===== src/design/mdc_defines.svh =====
// constants of the multi-channel transfer engine: offsets, fields, codes
// assumes it is included once per file by its bare name
`ifndef MDC_DEFINES_SVH
`define MDC_DEFINES_SVH
`define MDC_NCH 5
`define MDC_AW 6
`define MDC_OFS_ARM 6'h00
`define MDC_OFS_REQ 6'h04
`define MDC_OFS_DONE 6'h08
`define MDC_OFS_CFG0 6'h10
`define MDC_CFG_STRIDE 6'h04
`define MDC_ABORT_BIT 7
`define MDC_DESC_LAST 3'h7
// descriptor held big-endian: byte 0 in bits 63:56
`define MDC_D_SRC 63:48
`define MDC_D_DST 47:32
`define MDC_D_LENGTH_FROM_DATA_MODE 31:29
`define MDC_D_LEN 28:16
`define MDC_D_WSZ 15
`define MDC_D_TRANSFER_MODE_FIELD 14:13
`define MDC_D_TRIGGER_SELECT 12:8
`define MDC_D_SINC 7:6
`define MDC_D_DINC 5:4
`define MDC_D_IE 3
`define MDC_D_M8 2
`define MDC_D_PRIO 1:0
`define MDC_TRIGGER_SELECT_NONE 5'h00
`define MDC_TRIGGER_SELECT_PREV 5'h01
`define MDC_TRIGGER_SELECT_PORT0 5'h0C
`define MDC_TRIGGER_SELECT_PORT1 5'h0D
`define MDC_LENGTH_FROM_DATA_MODE_FIX0 3'h0
`define MDC_LENGTH_FROM_DATA_MODE_P1 3'h1
`define MDC_LENGTH_FROM_DATA_MODE_P0 3'h2
`define MDC_LENGTH_FROM_DATA_MODE_P2 3'h3
`define MDC_LENGTH_FROM_DATA_MODE_P3 3'h4
`define MDC_LENGTH_FROM_DATA_MODE_FIX1 3'h7
`define MDC_TM_SINGLE 2'h0
`define MDC_TM_BLOCK 2'h1
`define MDC_TM_RSINGLE 2'h2
`define MDC_TM_RBLOCK 2'h3
`define MDC_INC_NONE 2'h0
`define MDC_INC_ONE 2'h1
`define MDC_INC_TWO 2'h2
`define MDC_INC_DEC 2'h3
`define MDC_PRIO_LOW 2'h0
`define MDC_PRIO_ASSURED 2'h1
`define MDC_PRIO_HIGH 2'h2
`endif


===== src/design/mdc_pkg.sv =====
// types of the multi-channel transfer engine
// assumes mdc_defines.svh sits beside it
`include "mdc_defines.svh"
package mdc_pkg;
  typedef enum logic [1:0] {ST_IDLE, ST_FETCH, ST_RD, ST_WR} mdc_st_t;
  typedef struct packed {
    mdc_st_t                       st;
    logic [2:0]                    ch;
    logic [2:0]                    bidx;
    logic                          hi;
    logic                          defer;
    logic [`MDC_NCH-1:0]           armed;
    logic [`MDC_NCH-1:0]           fetch;
    logic [`MDC_NCH-1:0]           pend;
    logic [`MDC_NCH-1:0]           done;
    logic [`MDC_NCH-1:0]           prevp;
    logic [`MDC_NCH-1:0]           first;
    logic [`MDC_NCH-1:0][63:0]     desc;
    logic [`MDC_NCH-1:0][15:0]     cfg;
    logic [`MDC_NCH-1:0][15:0]     src;
    logic [`MDC_NCH-1:0][15:0]     dst;
    logic [`MDC_NCH-1:0][12:0]     cnt;
    logic [`MDC_NCH-1:0][12:0]     tot;
    logic [15:0]                   data;
    logic                          waitreq;
    logic [31:0]                   rdata;
    logic [15:0]                   maddr;
    logic                          mrd;
    logic                          mwr;
    logic [7:0]                    mwd;
    logic                          irq;
    logic [31:0]                   ps1;
    logic [31:0]                   ps2;
    logic [31:0]                   ps3;
    logic [15:0]                   pp1;
    logic [15:0]                   pp2;
    logic [15:0]                   pp3;
  } mdc_state_t;
endpackage


===== src/design/mdc_dma.sv =====
// multi-channel memory-to-memory transfer engine with descriptor fetch
// assumes a byte-wide memory port answered by mem_ack, one clock, Avalon slave
`include "mdc_defines.svh"

module mdc_dma (
  input  wire logic        core_clk,
  input  wire logic        sys_rst,
  input  wire logic [5:0]  avs_address,
  input  wire logic        avs_read,
  input  wire logic        avs_write,
  input  wire logic [31:0] avs_writedata,
  output logic [31:0]      avs_readdata,
  output logic             avs_waitrequest,
  output logic [15:0]      mem_addr,
  output logic             mem_read,
  output logic             mem_write,
  output logic [7:0]       mem_wdata,
  input  wire logic [7:0]  mem_rdata,
  input  wire logic        mem_ack,
  input  wire logic        cpu_mem_req,
  input  wire logic [31:0] periph_trigger_select,
  input  wire logic [7:0]  port0_pins,
  input  wire logic [7:0]  port0_irq_en,
  input  wire logic [7:0]  port1_pins,
  input  wire logic [7:0]  port1_irq_en,
  output logic             done_irq
);
  import mdc_pkg::*;
  localparam int NCH = `MDC_NCH;

  mdc_state_t     s_ff;
  mdc_state_t     nxt_s;
  logic           acc;
  logic           wr_en;
  logic [NCH-1:0] ab;

  // -------------------------------------------------------------
  // helpers
  // -------------------------------------------------------------
  // pointer step
  function automatic logic [15:0] step(input logic [15:0] p,
                                       input logic [1:0]  inc,
                                       input logic        w);
    logic [15:0] u;
    u = w ? 16'h0002 : 16'h0001;
    unique case (inc)
      `MDC_INC_NONE: return p;
      `MDC_INC_ONE:  return p + u;
      `MDC_INC_TWO:  return p + {u[14:0], 1'b0};
      `MDC_INC_DEC:  return p - u;
    endcase
  endfunction

  // total units from the length unit
  function automatic logic [12:0] vtotal(input logic [63:0] d,
                                         input logic [15:0] w);
    logic [13:0] v;
    logic [13:0] t;
    logic [13:0] mx;
    mx = {1'b0, d[`MDC_D_LEN]};
    if (d[`MDC_D_WSZ])
      v = {1'b0, w[12:0]};
    else if (d[`MDC_D_M8])
      v = {7'h00, w[6:0]};
    else
      v = {6'h00, w[7:0]};
    unique case (d[`MDC_D_LENGTH_FROM_DATA_MODE])
      `MDC_LENGTH_FROM_DATA_MODE_P1: t = v + 14'h0001;
      `MDC_LENGTH_FROM_DATA_MODE_P0: t = v;
      `MDC_LENGTH_FROM_DATA_MODE_P2: t = v + 14'h0002;
      `MDC_LENGTH_FROM_DATA_MODE_P3: t = v + 14'h0003;
      default:      t = mx;
    endcase
    if (t > mx)
      t = mx;
    return t[12:0];
  endfunction

  assign acc   = (avs_read | avs_write) & ~s_ff.waitreq;
  assign wr_en = acc & avs_write;
  assign ab = (wr_en && avs_address == `MDC_OFS_ARM &&
               avs_writedata[`MDC_ABORT_BIT]) ? avs_writedata[NCH-1:0] : '0;

  // -------------------------------------------------------------
  // next state
  // -------------------------------------------------------------
  always_comb begin
    mdc_state_t     n;
    logic [4:0]     sel;
    logic           hit;
    logic [NCH-1:0] prv;
    logic [NCH-1:0] run;
    logic [31:0]    pe;
    logic [15:0]    pt;
    logic [63:0]    d;
    logic [2:0]     pk;
    logic           fnd;
    logic           go;
    logic [1:0]     pr;
    logic [15:0]    wd;
    logic [12:0]    c1;
    logic [12:0]    t1;
    logic           ld;
    logic [63:0]    ldd;
    n   = s_ff;
    sel = '0;
    hit = 1'b0;
    prv = {s_ff.prevp[NCH-2:0], 1'b0};
    run = '0;
    pe  = s_ff.ps2 & ~s_ff.ps3;
    pt  = (s_ff.pp2 ^ s_ff.pp3) & {port1_irq_en, port0_irq_en};
    d   = s_ff.desc[s_ff.ch];
    pk  = '0;
    fnd = 1'b0;
    go  = 1'b0;
    pr  = '0;
    wd  = s_ff.data;
    c1  = '0;
    t1  = '0;
    ld  = 1'b0;
    ldd = '0;
    n.irq   = 1'b0;
    n.prevp = '0;
    n.ps1   = periph_trigger_select;
    n.ps2   = s_ff.ps1;
    n.ps3   = s_ff.ps2;
    n.pp1   = {port1_pins, port0_pins};
    n.pp2   = s_ff.pp1;
    n.pp3   = s_ff.pp2;

    // ---------------------------------------------------------
    // register slave: one wait cycle, then the access
    // ---------------------------------------------------------
    n.waitreq = 1'b1;
    if ((avs_read | avs_write) && s_ff.waitreq) begin
      n.waitreq = 1'b0;
      n.rdata   = '0;
      if (avs_address == `MDC_OFS_ARM)
        n.rdata = 32'(s_ff.armed);
      if (avs_address == `MDC_OFS_DONE)
        n.rdata = 32'(s_ff.done);
      for (int c = 0; c < NCH; c++) begin
        if (avs_address == `MDC_OFS_CFG0 + 6'(c) * `MDC_CFG_STRIDE)
          n.rdata = 32'(s_ff.cfg[c]);
      end
    end
    if (wr_en) begin
      if (avs_address == `MDC_OFS_ARM) begin
        if (avs_writedata[`MDC_ABORT_BIT]) begin
          n.armed = n.armed & ~ab;
          n.fetch = n.fetch & ~ab;
          n.pend  = n.pend & ~ab;
        end else begin
          n.fetch = n.fetch | (avs_writedata[NCH-1:0] & ~s_ff.armed);
        end
      end
      if (avs_address == `MDC_OFS_REQ)
        n.pend = n.pend | (avs_writedata[NCH-1:0] & s_ff.armed);
      // clear by writing zero; engine sets below win
      if (avs_address == `MDC_OFS_DONE)
        n.done = n.done & avs_writedata[NCH-1:0];
      for (int c = 0; c < NCH; c++) begin
        if (avs_address == `MDC_OFS_CFG0 + 6'(c) * `MDC_CFG_STRIDE)
          n.cfg[c] = avs_writedata[15:0];
      end
    end

    // ---------------------------------------------------------
    // trigger sensing
    // ---------------------------------------------------------
    for (int c = 0; c < NCH; c++) begin
      sel = s_ff.desc[c][`MDC_D_TRIGGER_SELECT];
      if (sel == `MDC_TRIGGER_SELECT_PREV)
        hit = prv[c];
      else if (sel == `MDC_TRIGGER_SELECT_PORT0)
        hit = |pt[7:0];
      else if (sel == `MDC_TRIGGER_SELECT_PORT1)
        hit = |pt[15:8];
      else if (sel != `MDC_TRIGGER_SELECT_NONE)
        hit = pe[sel];
      else
        hit = 1'b0;
      if (s_ff.armed[c] && !ab[c] && hit)
        n.pend[c] = 1'b1;
    end

    // ---------------------------------------------------------
    // engine
    // ---------------------------------------------------------
    unique case (s_ff.st)
      ST_IDLE: begin
        run = n.pend & n.armed & ~n.fetch;
        if (|n.fetch) begin
          for (int c = NCH - 1; c >= 0; c--) begin
            if (n.fetch[c])
              pk = 3'(c);
          end
          n.ch    = pk;
          n.bidx  = '0;
          n.st    = ST_FETCH;
          n.mrd   = 1'b1;
          n.maddr = s_ff.cfg[pk];
        end else if (|run) begin
          // high priority first, then lowest channel
          for (int c = NCH - 1; c >= 0; c--) begin
            if (run[c] && s_ff.desc[c][`MDC_D_PRIO] == `MDC_PRIO_HIGH) begin
              pk  = 3'(c);
              fnd = 1'b1;
            end
          end
          for (int c = NCH - 1; c >= 0; c--) begin
            if (run[c] && !fnd)
              pk = 3'(c);
          end
          pr = s_ff.desc[pk][`MDC_D_PRIO];
          go = (pr == `MDC_PRIO_HIGH) || !cpu_mem_req ||
               (pr == `MDC_PRIO_ASSURED && s_ff.defer);
          if (pr == `MDC_PRIO_ASSURED)
            n.defer = !go;
          if (go) begin
            n.ch       = pk;
            n.pend[pk] = 1'b0;
            n.hi       = 1'b0;
            n.st       = ST_RD;
            n.mrd      = 1'b1;
            n.maddr    = s_ff.src[pk];
          end
        end
      end
      ST_FETCH: begin
        if (ab[s_ff.ch]) begin
          n.st  = ST_IDLE;
          n.mrd = 1'b0;
        end else if (mem_ack) begin
          // byte k lands in the k-th byte from the top
          n.desc[s_ff.ch][(3'h7 - s_ff.bidx) * 8 +: 8] = mem_rdata;
          n.bidx  = s_ff.bidx + 3'h1;
          n.maddr = s_ff.maddr + 16'h0001;
          if (s_ff.bidx == `MDC_DESC_LAST) begin
            n.mrd            = 1'b0;
            n.st             = ST_IDLE;
            n.fetch[s_ff.ch] = 1'b0;
            n.armed[s_ff.ch] = 1'b1;
            ld  = 1'b1;
            ldd = {s_ff.desc[s_ff.ch][63:8], mem_rdata};
          end
        end
      end
      ST_RD: begin
        if (ab[s_ff.ch]) begin
          n.st  = ST_IDLE;
          n.mrd = 1'b0;
        end else if (mem_ack) begin
          // words are little-endian in memory
          if (s_ff.hi)
            wd[15:8] = mem_rdata;
          else
            wd[7:0] = mem_rdata;
          n.data = wd;
          if (d[`MDC_D_WSZ] && !s_ff.hi) begin
            n.hi    = 1'b1;
            n.maddr = s_ff.maddr + 16'h0001;
          end else begin
            n.hi    = 1'b0;
            n.mrd   = 1'b0;
            n.mwr   = 1'b1;
            n.mwd   = wd[7:0];
            n.maddr = s_ff.dst[s_ff.ch];
            n.st    = ST_WR;
          end
        end
      end
      ST_WR: begin
        if (ab[s_ff.ch]) begin
          n.st  = ST_IDLE;
          n.mwr = 1'b0;
        end else if (mem_ack) begin
          if (d[`MDC_D_WSZ] && !s_ff.hi) begin
            n.hi    = 1'b1;
            n.mwd   = s_ff.data[15:8];
            n.maddr = s_ff.maddr + 16'h0001;
          end else begin
            n.hi  = 1'b0;
            n.mwr = 1'b0;
            c1 = s_ff.cnt[s_ff.ch] + 13'h0001;
            t1 = s_ff.tot[s_ff.ch];
            if (s_ff.first[s_ff.ch] && d[`MDC_D_LENGTH_FROM_DATA_MODE] != `MDC_LENGTH_FROM_DATA_MODE_FIX0 &&
                d[`MDC_D_LENGTH_FROM_DATA_MODE] != `MDC_LENGTH_FROM_DATA_MODE_FIX1)
              t1 = vtotal(d, s_ff.data);
            n.first[s_ff.ch] = 1'b0;
            n.tot[s_ff.ch]   = t1;
            n.cnt[s_ff.ch]   = c1;
            n.src[s_ff.ch]   = step(s_ff.src[s_ff.ch], d[`MDC_D_SINC],
                                    d[`MDC_D_WSZ]);
            n.dst[s_ff.ch]   = step(s_ff.dst[s_ff.ch], d[`MDC_D_DINC],
                                    d[`MDC_D_WSZ]);
            n.st = ST_IDLE;
            if (c1 >= t1) begin
              n.done[s_ff.ch]  = 1'b1;
              n.irq            = d[`MDC_D_IE];
              n.prevp[s_ff.ch] = 1'b1;
              unique case (d[`MDC_D_TRANSFER_MODE_FIELD])
                `MDC_TM_RSINGLE, `MDC_TM_RBLOCK: begin
                  ld  = 1'b1;
                  ldd = d;
                end
                `MDC_TM_SINGLE, `MDC_TM_BLOCK: begin
                  n.armed[s_ff.ch] = 1'b0;
                  n.pend[s_ff.ch]  = 1'b0;
                end
              endcase
            end else if (d[`MDC_D_TRANSFER_MODE_FIELD] == `MDC_TM_BLOCK ||
                         d[`MDC_D_TRANSFER_MODE_FIELD] == `MDC_TM_RBLOCK) begin
              // block keeps going without a trigger
              n.st    = ST_RD;
              n.mrd   = 1'b1;
              n.maddr = n.src[s_ff.ch];
            end
          end
        end
      end
    endcase

    // pointers and count from the descriptor
    if (ld) begin
      n.src[s_ff.ch]   = ldd[`MDC_D_SRC];
      n.dst[s_ff.ch]   = ldd[`MDC_D_DST];
      n.cnt[s_ff.ch]   = '0;
      n.tot[s_ff.ch]   = ldd[`MDC_D_LEN];
      n.first[s_ff.ch] = 1'b1;
    end
    nxt_s = n;
  end

  always_ff @(posedge core_clk) begin
    if (sys_rst) begin
      s_ff         <= '0;
      s_ff.waitreq <= 1'b1;
    end else begin
      s_ff <= nxt_s;
    end
  end

  assign avs_readdata    = s_ff.rdata;
  assign avs_waitrequest = s_ff.waitreq;
  assign mem_addr        = s_ff.maddr;
  assign mem_read        = s_ff.mrd;
  assign mem_write       = s_ff.mwr;
  assign mem_wdata       = s_ff.mwd;
  assign done_irq        = s_ff.irq;

  logic busy_ab;
  logic wr_done;
  logic fetch_end;
  assign busy_ab   = s_ff.st != ST_IDLE && ab[s_ff.ch];
  assign wr_done   = wr_en && avs_address == `MDC_OFS_DONE;
  assign fetch_end = s_ff.st == ST_FETCH && s_ff.bidx == `MDC_DESC_LAST &&
                     mem_ack && !ab[s_ff.ch];
endmodule


===== config.mk =====
export PLATFORM = sky130hd
export DESIGN_NAME = mdc_dma
export DESIGN_NICKNAME = d
export VERILOG_FILES = /design/src/design/mdc_pkg.sv /design/src/design/mdc_dma.sv
export VERILOG_INCLUDE_DIRS = /design/src /design/src/design
export SDC_FILE = /design/constraint.sdc
export NUM_CORES = 2
export LEC_CHECK = 0
export BUFFER_PORTS_ARGS = -buffer_cell sky130_fd_sc_hd__buf_2
export CORE_UTILIZATION = 25
export CTS_CLUSTER_DIAMETER = 100
export DETAILED_ROUTE_END_ITERATION = 12
export GPL_TIMING_DRIVEN = 0
export PLACE_DENSITY = 0.42
export SLEW_MARGIN = 20
export SYNTH_ARGS = -nofsm -noshare
export SYNTH_HDL_FRONTEND = slang
export SYNTH_SLANG_ARGS = --single-unit

===== constraint.sdc =====
create_clock -name core_clk -period 9.1 [get_ports core_clk]
set_input_delay 0.455 -clock core_clk [delete_from_list [all_inputs] [get_ports core_clk]]
set_output_delay 0.455 -clock core_clk [all_outputs]
set_load 0.005 [all_outputs]

Word level (Yosys, flattened, before mapping). Cells that the tools add are included.

Input port bits: 116. Output and inout port bits: 60. Flip-flop bits (word level): 949. Logic and storage cells: 526.

Eq/ne operators: 74. $add $sub $neg: 14. Reductions and logical operators: 82. Muxes and demuxes: 248. Bitwise gates (word level): 38. $lt $le $gt $ge: 12. Shift-type cells: 2.

Operators with widths (number): two-way mux 290 bit (5); two-way mux 64 bit (10); binary-select mux 64 bit (select 3 bit) (2); bitwise mux 320 bit (1); bitwise mux 80 bit (4); two-way mux 16 bit (18); binary-select mux 16 bit (select 3 bit) (5); bitwise mux 65 bit (3); demux 64 bit (select 3 bit) (1); two-way mux 32 bit (6); two-way mux 14 bit (10); two-way mux 13 bit (10); case mux 16 bit (4 select lines) (2); case mux 64 bit (2 select lines) (1); two-way mux 17 bit (7); two-way mux 5 bit (21); two-way mux 20 bit (4); binary-select mux 13 bit (select 3 bit) (2); two-way mux 3 bit (23); case mux 17 bit (4 select lines) (1); AND 5 bit (13); AND 65 bit (1); inverter 65 bit (1); variable shift 8 x 34 -> 64 bit, first input constant (1); other kinds (81) (318).

Longest topological paths before layout.
Depth in word-level cells: 46. Mapped depth: 47. Depth with buffers taken out: 41.

Worst setup path before layout. Ideal clock, no wire load.

Path type: register -> register. Start point: register s_ff[945] (netlist name). End point: register s_ff[430] (netlist name). Period minus slack after synthesis: 8.334 ns. Stages on the path, launching flop included: 48. Arrival time: 8.264 ns. Library setup time: 0.070 ns. Required time: 9.030 ns. Buffers on the path: 7. Slack: 0.766 ns. Cell sequence: dfxtp_1 > buf_2 > nor3b_1 > clkbuf_1 > o2bb2ai_1 > a221o_1 > clkbuf_1 > and3_1 > ha_1 > a21o_1 > nand2_1 > xnor2_1 > o21ai_0 > o211ai_1 > o21ai_0 > o21ai_0 > ha_1 > a21o_1 > [12 not listed] > inv_1 > ha_1 > nor2b_1 > o21a_1 > o21a_1 > o21a_1 > o21a_1 > o21a_1 > o21a_1 > o21ai_0 > a31oi_1 > o2111ai_1 > and2_1 > clkbuf_1 > clkbuf_1 > clkbuf_1 > o21bai_1 > a21oi_1.

Longest elaborated chain between the ends: 31. Elaborated cells between the ends (all ways): 90. Classes of those cells: add/sub (7); order compare (4); eq/ne (10); mux (62); reduce/logical (7).

RTL lines: from (decl) (RTL line mdc_dma.sv:31) `mdc_state_t s_ff;`; from (signal assigned) (RTL line mdc_dma.sv:340) `s_ff <= nxt_s;`; binary-select mux 64 bit (select 3 bit) (RTL line mdc_dma.sv:112, mdc_dma.sv:245); two-way mux 64 bit (implied by the code) (RTL line mdc_dma.sv:112, mdc_dma.sv:245); two-way mux 8 bit (RTL line mdc_dma.sv:63) `` else if (d[`MDC_D_M8]) ``; two-way mux 13 bit (RTL line mdc_dma.sv:61) `` if (d[`MDC_D_WSZ]) ``; two-way mux 14 bit (RTL line mdc_dma.sv:287) `` if (s_ff.first[s_ff.ch] && d[`MDC_D_LENGTH_FROM_DATA_MODE] != `MDC_LENGTH_FROM_DATA_MODE_FIX0 && ``; two-way mux 14 bit (RTL line mdc_dma.sv:278) `` if (d[`MDC_D_WSZ] && !s_ff.hi) begin ``; two-way mux 14 bit (RTL line mdc_dma.sv:277) `end else if (mem_ack) begin`; two-way mux 14 bit (RTL line mdc_dma.sv:274) `if (ab[s_ff.ch]) begin`; [15 not listed]; >= comparator 13 bit (RTL line mdc_dma.sv:298) `if (c1 >= t1) begin`; two-way mux 64 bit (RTL line mdc_dma.sv:298); two-way mux 64 bit (RTL line mdc_dma.sv:278); two-way mux 64 bit (RTL line mdc_dma.sv:277); two-way mux 64 bit (RTL line mdc_dma.sv:274); case mux 64 bit (2 select lines) (RTL line mdc_dma.sv:190) `unique case (s_ff.st)`; bitwise mux 80 bit (RTL line mdc_dma.sv:326) `` n.src[s_ff.ch] = ldd[`MDC_D_SRC]; ``; two-way mux 290 bit (*) (RTL line mdc_dma.sv:325) `if (ld) begin`.

Mark *: on every way between the ends. The rest lies on a longest branch, timed or not. The select of a mux whose other input is x is not followed. A chain may end at the register's enable or synchronous reset.

Worst setup path after layout.
Start point: register s_ff[946] (netlist name). End point: register s_ff[498] (netlist name).

The elaborated chain is that of the path after synthesis.

==> impl_metrics.tcl <==
set metrics [dict create \
    cts_buffer_depth 3 \
    ant_nets 0 \
    synth_xor_area_share_pct 1.65 \
    cp.arrival_ps 9520 \
    crit_buf_inv 12 \
    cts_buffers 109 \
    h-tree-depth 3 \
    swShare_pct 24.6 \
    grt.busiest_layer "met2" \
    antenna_found_initial 9 \
    use_met3_pct 4.71 \
    r2r_slack_ps 210 \
    critical_path.slowest_cell "dfxtp_1" \
    area_delta_synth_final_pct 20.5 \
    startpoint_type "flip-flop" \
    status "finished, violations left" \
    die-area_sq_um 191000 \
    critPathMaxStageDelay_ps 350 \
    finalCriticalPeriod_ps 8890 \
    crit_family "compound AO/OA/AOI/OAI gates" \
    nNetsFinal 6157 \
    die_width_microns 437 \
    yosysWarnings 0 \
    grt_pass1_vias 43202 \
    synth_seq_area_share_pct 39.5 \
    worstSetupEndpointType "flip-flop" \
    worstHoldEndpoint "s_ff[935]" \
    die_h_microns 437 \
    fmax_mhz 112 \
    synth-main-ff-cell "dfxtp_1" \
    hold_viol 0 \
    power_frac_comb_pct 5.3 \
    crit_type "reg -> reg" \
    intPower_uw 7100 \
    relSlewSlack_pct 10.1 \
    syn_area_per_cell_sq_um 8.43 \
    cts.sinks 933 \
    initial_core_util_pct 25.2 \
    fin_tns_setup_ps 0 \
    synth_top_family_by_area "compound AO/OA/AOI/OAI gates" \
    seqPwrFrac_pct 43.9 \
    fp.coreArea_sq_um 188000 \
    syn_inst 5603 \
    p_leak_uw 0.0201 \
    met2_usage_pct 37.7 \
    irDropWorstVdd_mv 0.156 \
    postSynth.asyncResetShare_pct 0 \
    finalClockSkew_ps 61.2 \
    gp_congestion 0.991 \
    setup_viol_count_final 0 \
    tightest_slew_ps 1350 \
    design_power_total_uw 9420 \
    vias 45907 \
    met1_usage_pct 32.9 \
    maxCapViolCount 0 \
    cpMostUsedCell "o21a_1" \
    p_per_area_nw_per_um2 166 \
    synth-compound-area-share_pct 20.1 \
    switching_power_uw 2320 \
    clock_latency_ps 770 \
    grt_start_max_net_pins 16 \
    hold_start "avs_writedata[0]" \
    cts_tree "built" \
    drt_iter0_drc 5480 \
    place_hpwl_mm 181 \
    grt_pass1_wl_mm 338 \
    cts_root_buf "clkbuf_16" \
    clkPwrFrac_pct 50.8 \
    crit_path_max_fanout 10 \
    required_ps 9730 \
    grt_usage_pct 24.7 \
    rr_endpoint "s_ff[498]" \
    ios 176 \
    violations "DRC" \
    rr_worst_depth 42 \
    path_clk_slew_ps 70 \
    period_share_pct 97.7 \
    worstReg2RegStart "s_ff[946]" \
    wl_mm 245 \
    drive_gt1_share_pct 12.7 \
    portBuffers 139 \
    yosys.cell_types.count 102 \
    wl_per_cell_microns 28.6 \
    holdCritPathClass "in -> reg" \
    rows 159 \
    final_max_slew_viol_count 0 \
    holdPathStages 4 \
    synth_area_sq_um 47200 \
    grt.overflow.total 0 \
    synth_seq_cells 933 \
    drt-pass1-iter-count 12 \
    via_per_inst 5.37 \
    synthSimpleGateAreaFrac_pct 18.0 \
    synthMuxAreaShare_pct 13.6 \
    synth-edff-count 0 \
    synthAdderAreaFrac_pct 2.07 \
    drc 32 \
]
==> logic make-up after synthesis <==
group                      after synthesis
muxes                                  525
other                                    1
AOI/OAI and AO/OA                     1512
DFF                                    933
xor gates and xnor gates                89
and+or+nand+nor                       1908
buffers and inverters                  560
adders and majority gates               75
==> tightest hold or removal path, stage by stage <==
cell	delay, ps
buf_2	130
nand2_1	80
nand2_1	130
a211oi_1	90
==> cell type report <==
cell class                      count  area (sq um)
Multi-Input combinational cell   4125         26800
Clock buffer                      156          3210
Fill cell                       20172        131000
Clock inverter                     38           606
Inverter                           86           327
Tap cell                         2495          3120
Timing Repair Buffer              240          1750
Sequential cell                   933         18700
Antenna cell                        5          12.5
Buffer                            471          2420
==> layer usage <==
metal | wire [microns] | vias up | part of all wire (%)
li1 | - | 20557 | -
met5 | 45 | - | 0.018
met4 | 13200 | 6 | 5.4
met3 | 19800 | 463 | 8.1
met2 | 106000 | 2167 | 43
met1 | 106000 | 22714 | 43
==> synth_stat cells (47+ instances only) <==
| master | n | area [sq um] |
|---|---|---|
| nor2_1 | 712 | 2670 |
| inv_1 | 84 | 315 |
| o21bai_1 | 69 | 518 |
| ha_1 | 70 | 876 |
| mux2i_1 | 416 | 4160 |
| o21ai_0 | 353 | 1770 |
| mux4_2 | 92 | 2070 |
| dfxtp_1 | 933 | 18700 |
| nand3_1 | 63 | 315 |
| a22oi_1 | 89 | 668 |
| clkbuf_1 | 356 | 1340 |
| o32ai_1 | 47 | 412 |
| a21oi_1 | 552 | 2760 |
| nor2b_1 | 182 | 1140 |
| buf_4 | 58 | 435 |
| nor3_1 | 50 | 250 |
| nand2_1 | 661 | 2480 |
==> sequential cells by signal, indices dropped and copies added (netlist names) <==
name and cells:
s_ff 793, nxt_s 96, avs_readdata 16, mem_addr 16
mem_wdata 8, avs_waitrequest 1, done_irq 1, mem_read 1
mem_write 1
==> how the worst max path moves through the flow <==
| stage | cells past startpoint | from | slack [ps] | to |
|---|---|---|---|---|
| after floorplan | 47 | s_ff[945] | 770 | s_ff[430] |
| after global placement | 33 | s_ff[947] | -4490 | s_ff[229] |
| after detailed placement | 38 | s_ff[946] | -4160 | s_ff[229] |
| after CTS | 45 | s_ff[946] | 30 | s_ff[240] |
| after global routing | 47 | s_ff[946] | -30 | s_ff[502] |
| final | 42 | s_ff[946] | 210 | s_ff[498] |
==> through the flow <==
stage / hold WS [ps] / setup WS (ps) / cells / utilization [%] / instance area [sq um]
2_1_floorplan: 414 / 766 / 5618 / - / 47300
3_3_place_gp: 419 / -4490 / 8252 / 27.2 / 51100
3_5_place_dp: 422 / -4160 / 8268 / 27.4 / 51500
4_1_cts: 130 / 30.2 / 8527 / 30.0 / 56400
5_1_grt: 184 / -29.7 / 8544 / 30.3 / 56900
6_report: 179 / 208 / 8549 / 30.3 / 56900
==> placed cells by master (no fill, tap or decap), types with 44 or more instances in the layout <==
cell | Yosys | routed
dfxtp_1 | 933 | 933
nor2_1 | 712 | 701
nand2_1 | 661 | 654
a21oi_1 | 552 | 540
mux2i_1 | 416 | 413
o21ai_0 | 353 | 347
clkbuf_1 | 356 | 307
nor2b_1 | 182 | 182
buf_2 | 25 | 159
clkbuf_16 | 0 | 114
buf_4 | 58 | 100
mux4_2 | 92 | 92
a22oi_1 | 89 | 87
inv_1 | 84 | 82
ha_1 | 70 | 70
nand3_1 | 63 | 62
o21bai_1 | 69 | 60
dlygate4sd3_1 | 0 | 59
o32ai_1 | 47 | 46
xnor2_1 | 45 | 44
xor2_1 | 44 | 44
==> power by group through the flow <==
stage               logic (uW)  clock network, uW  registers [uW]
floorplan                  218                  0            4220
global placement           459                  0            4230
detailed placement         460                  0            4230
CTS                        486               4840            4140
global route               512               5000            4140
finish                     496               4790            4140
==> what timing repair did <==
action                                  CTS  global route
hold endpoints to repair                 89             0
gates cloned                              0             2
buffers inserted                          8            15
hold buffers                             59             0
endpoints found under the setup margin  333           331
pin swaps                                 2             9
gates resized for setup                 152           107
(Power assumes the default switching activity.)
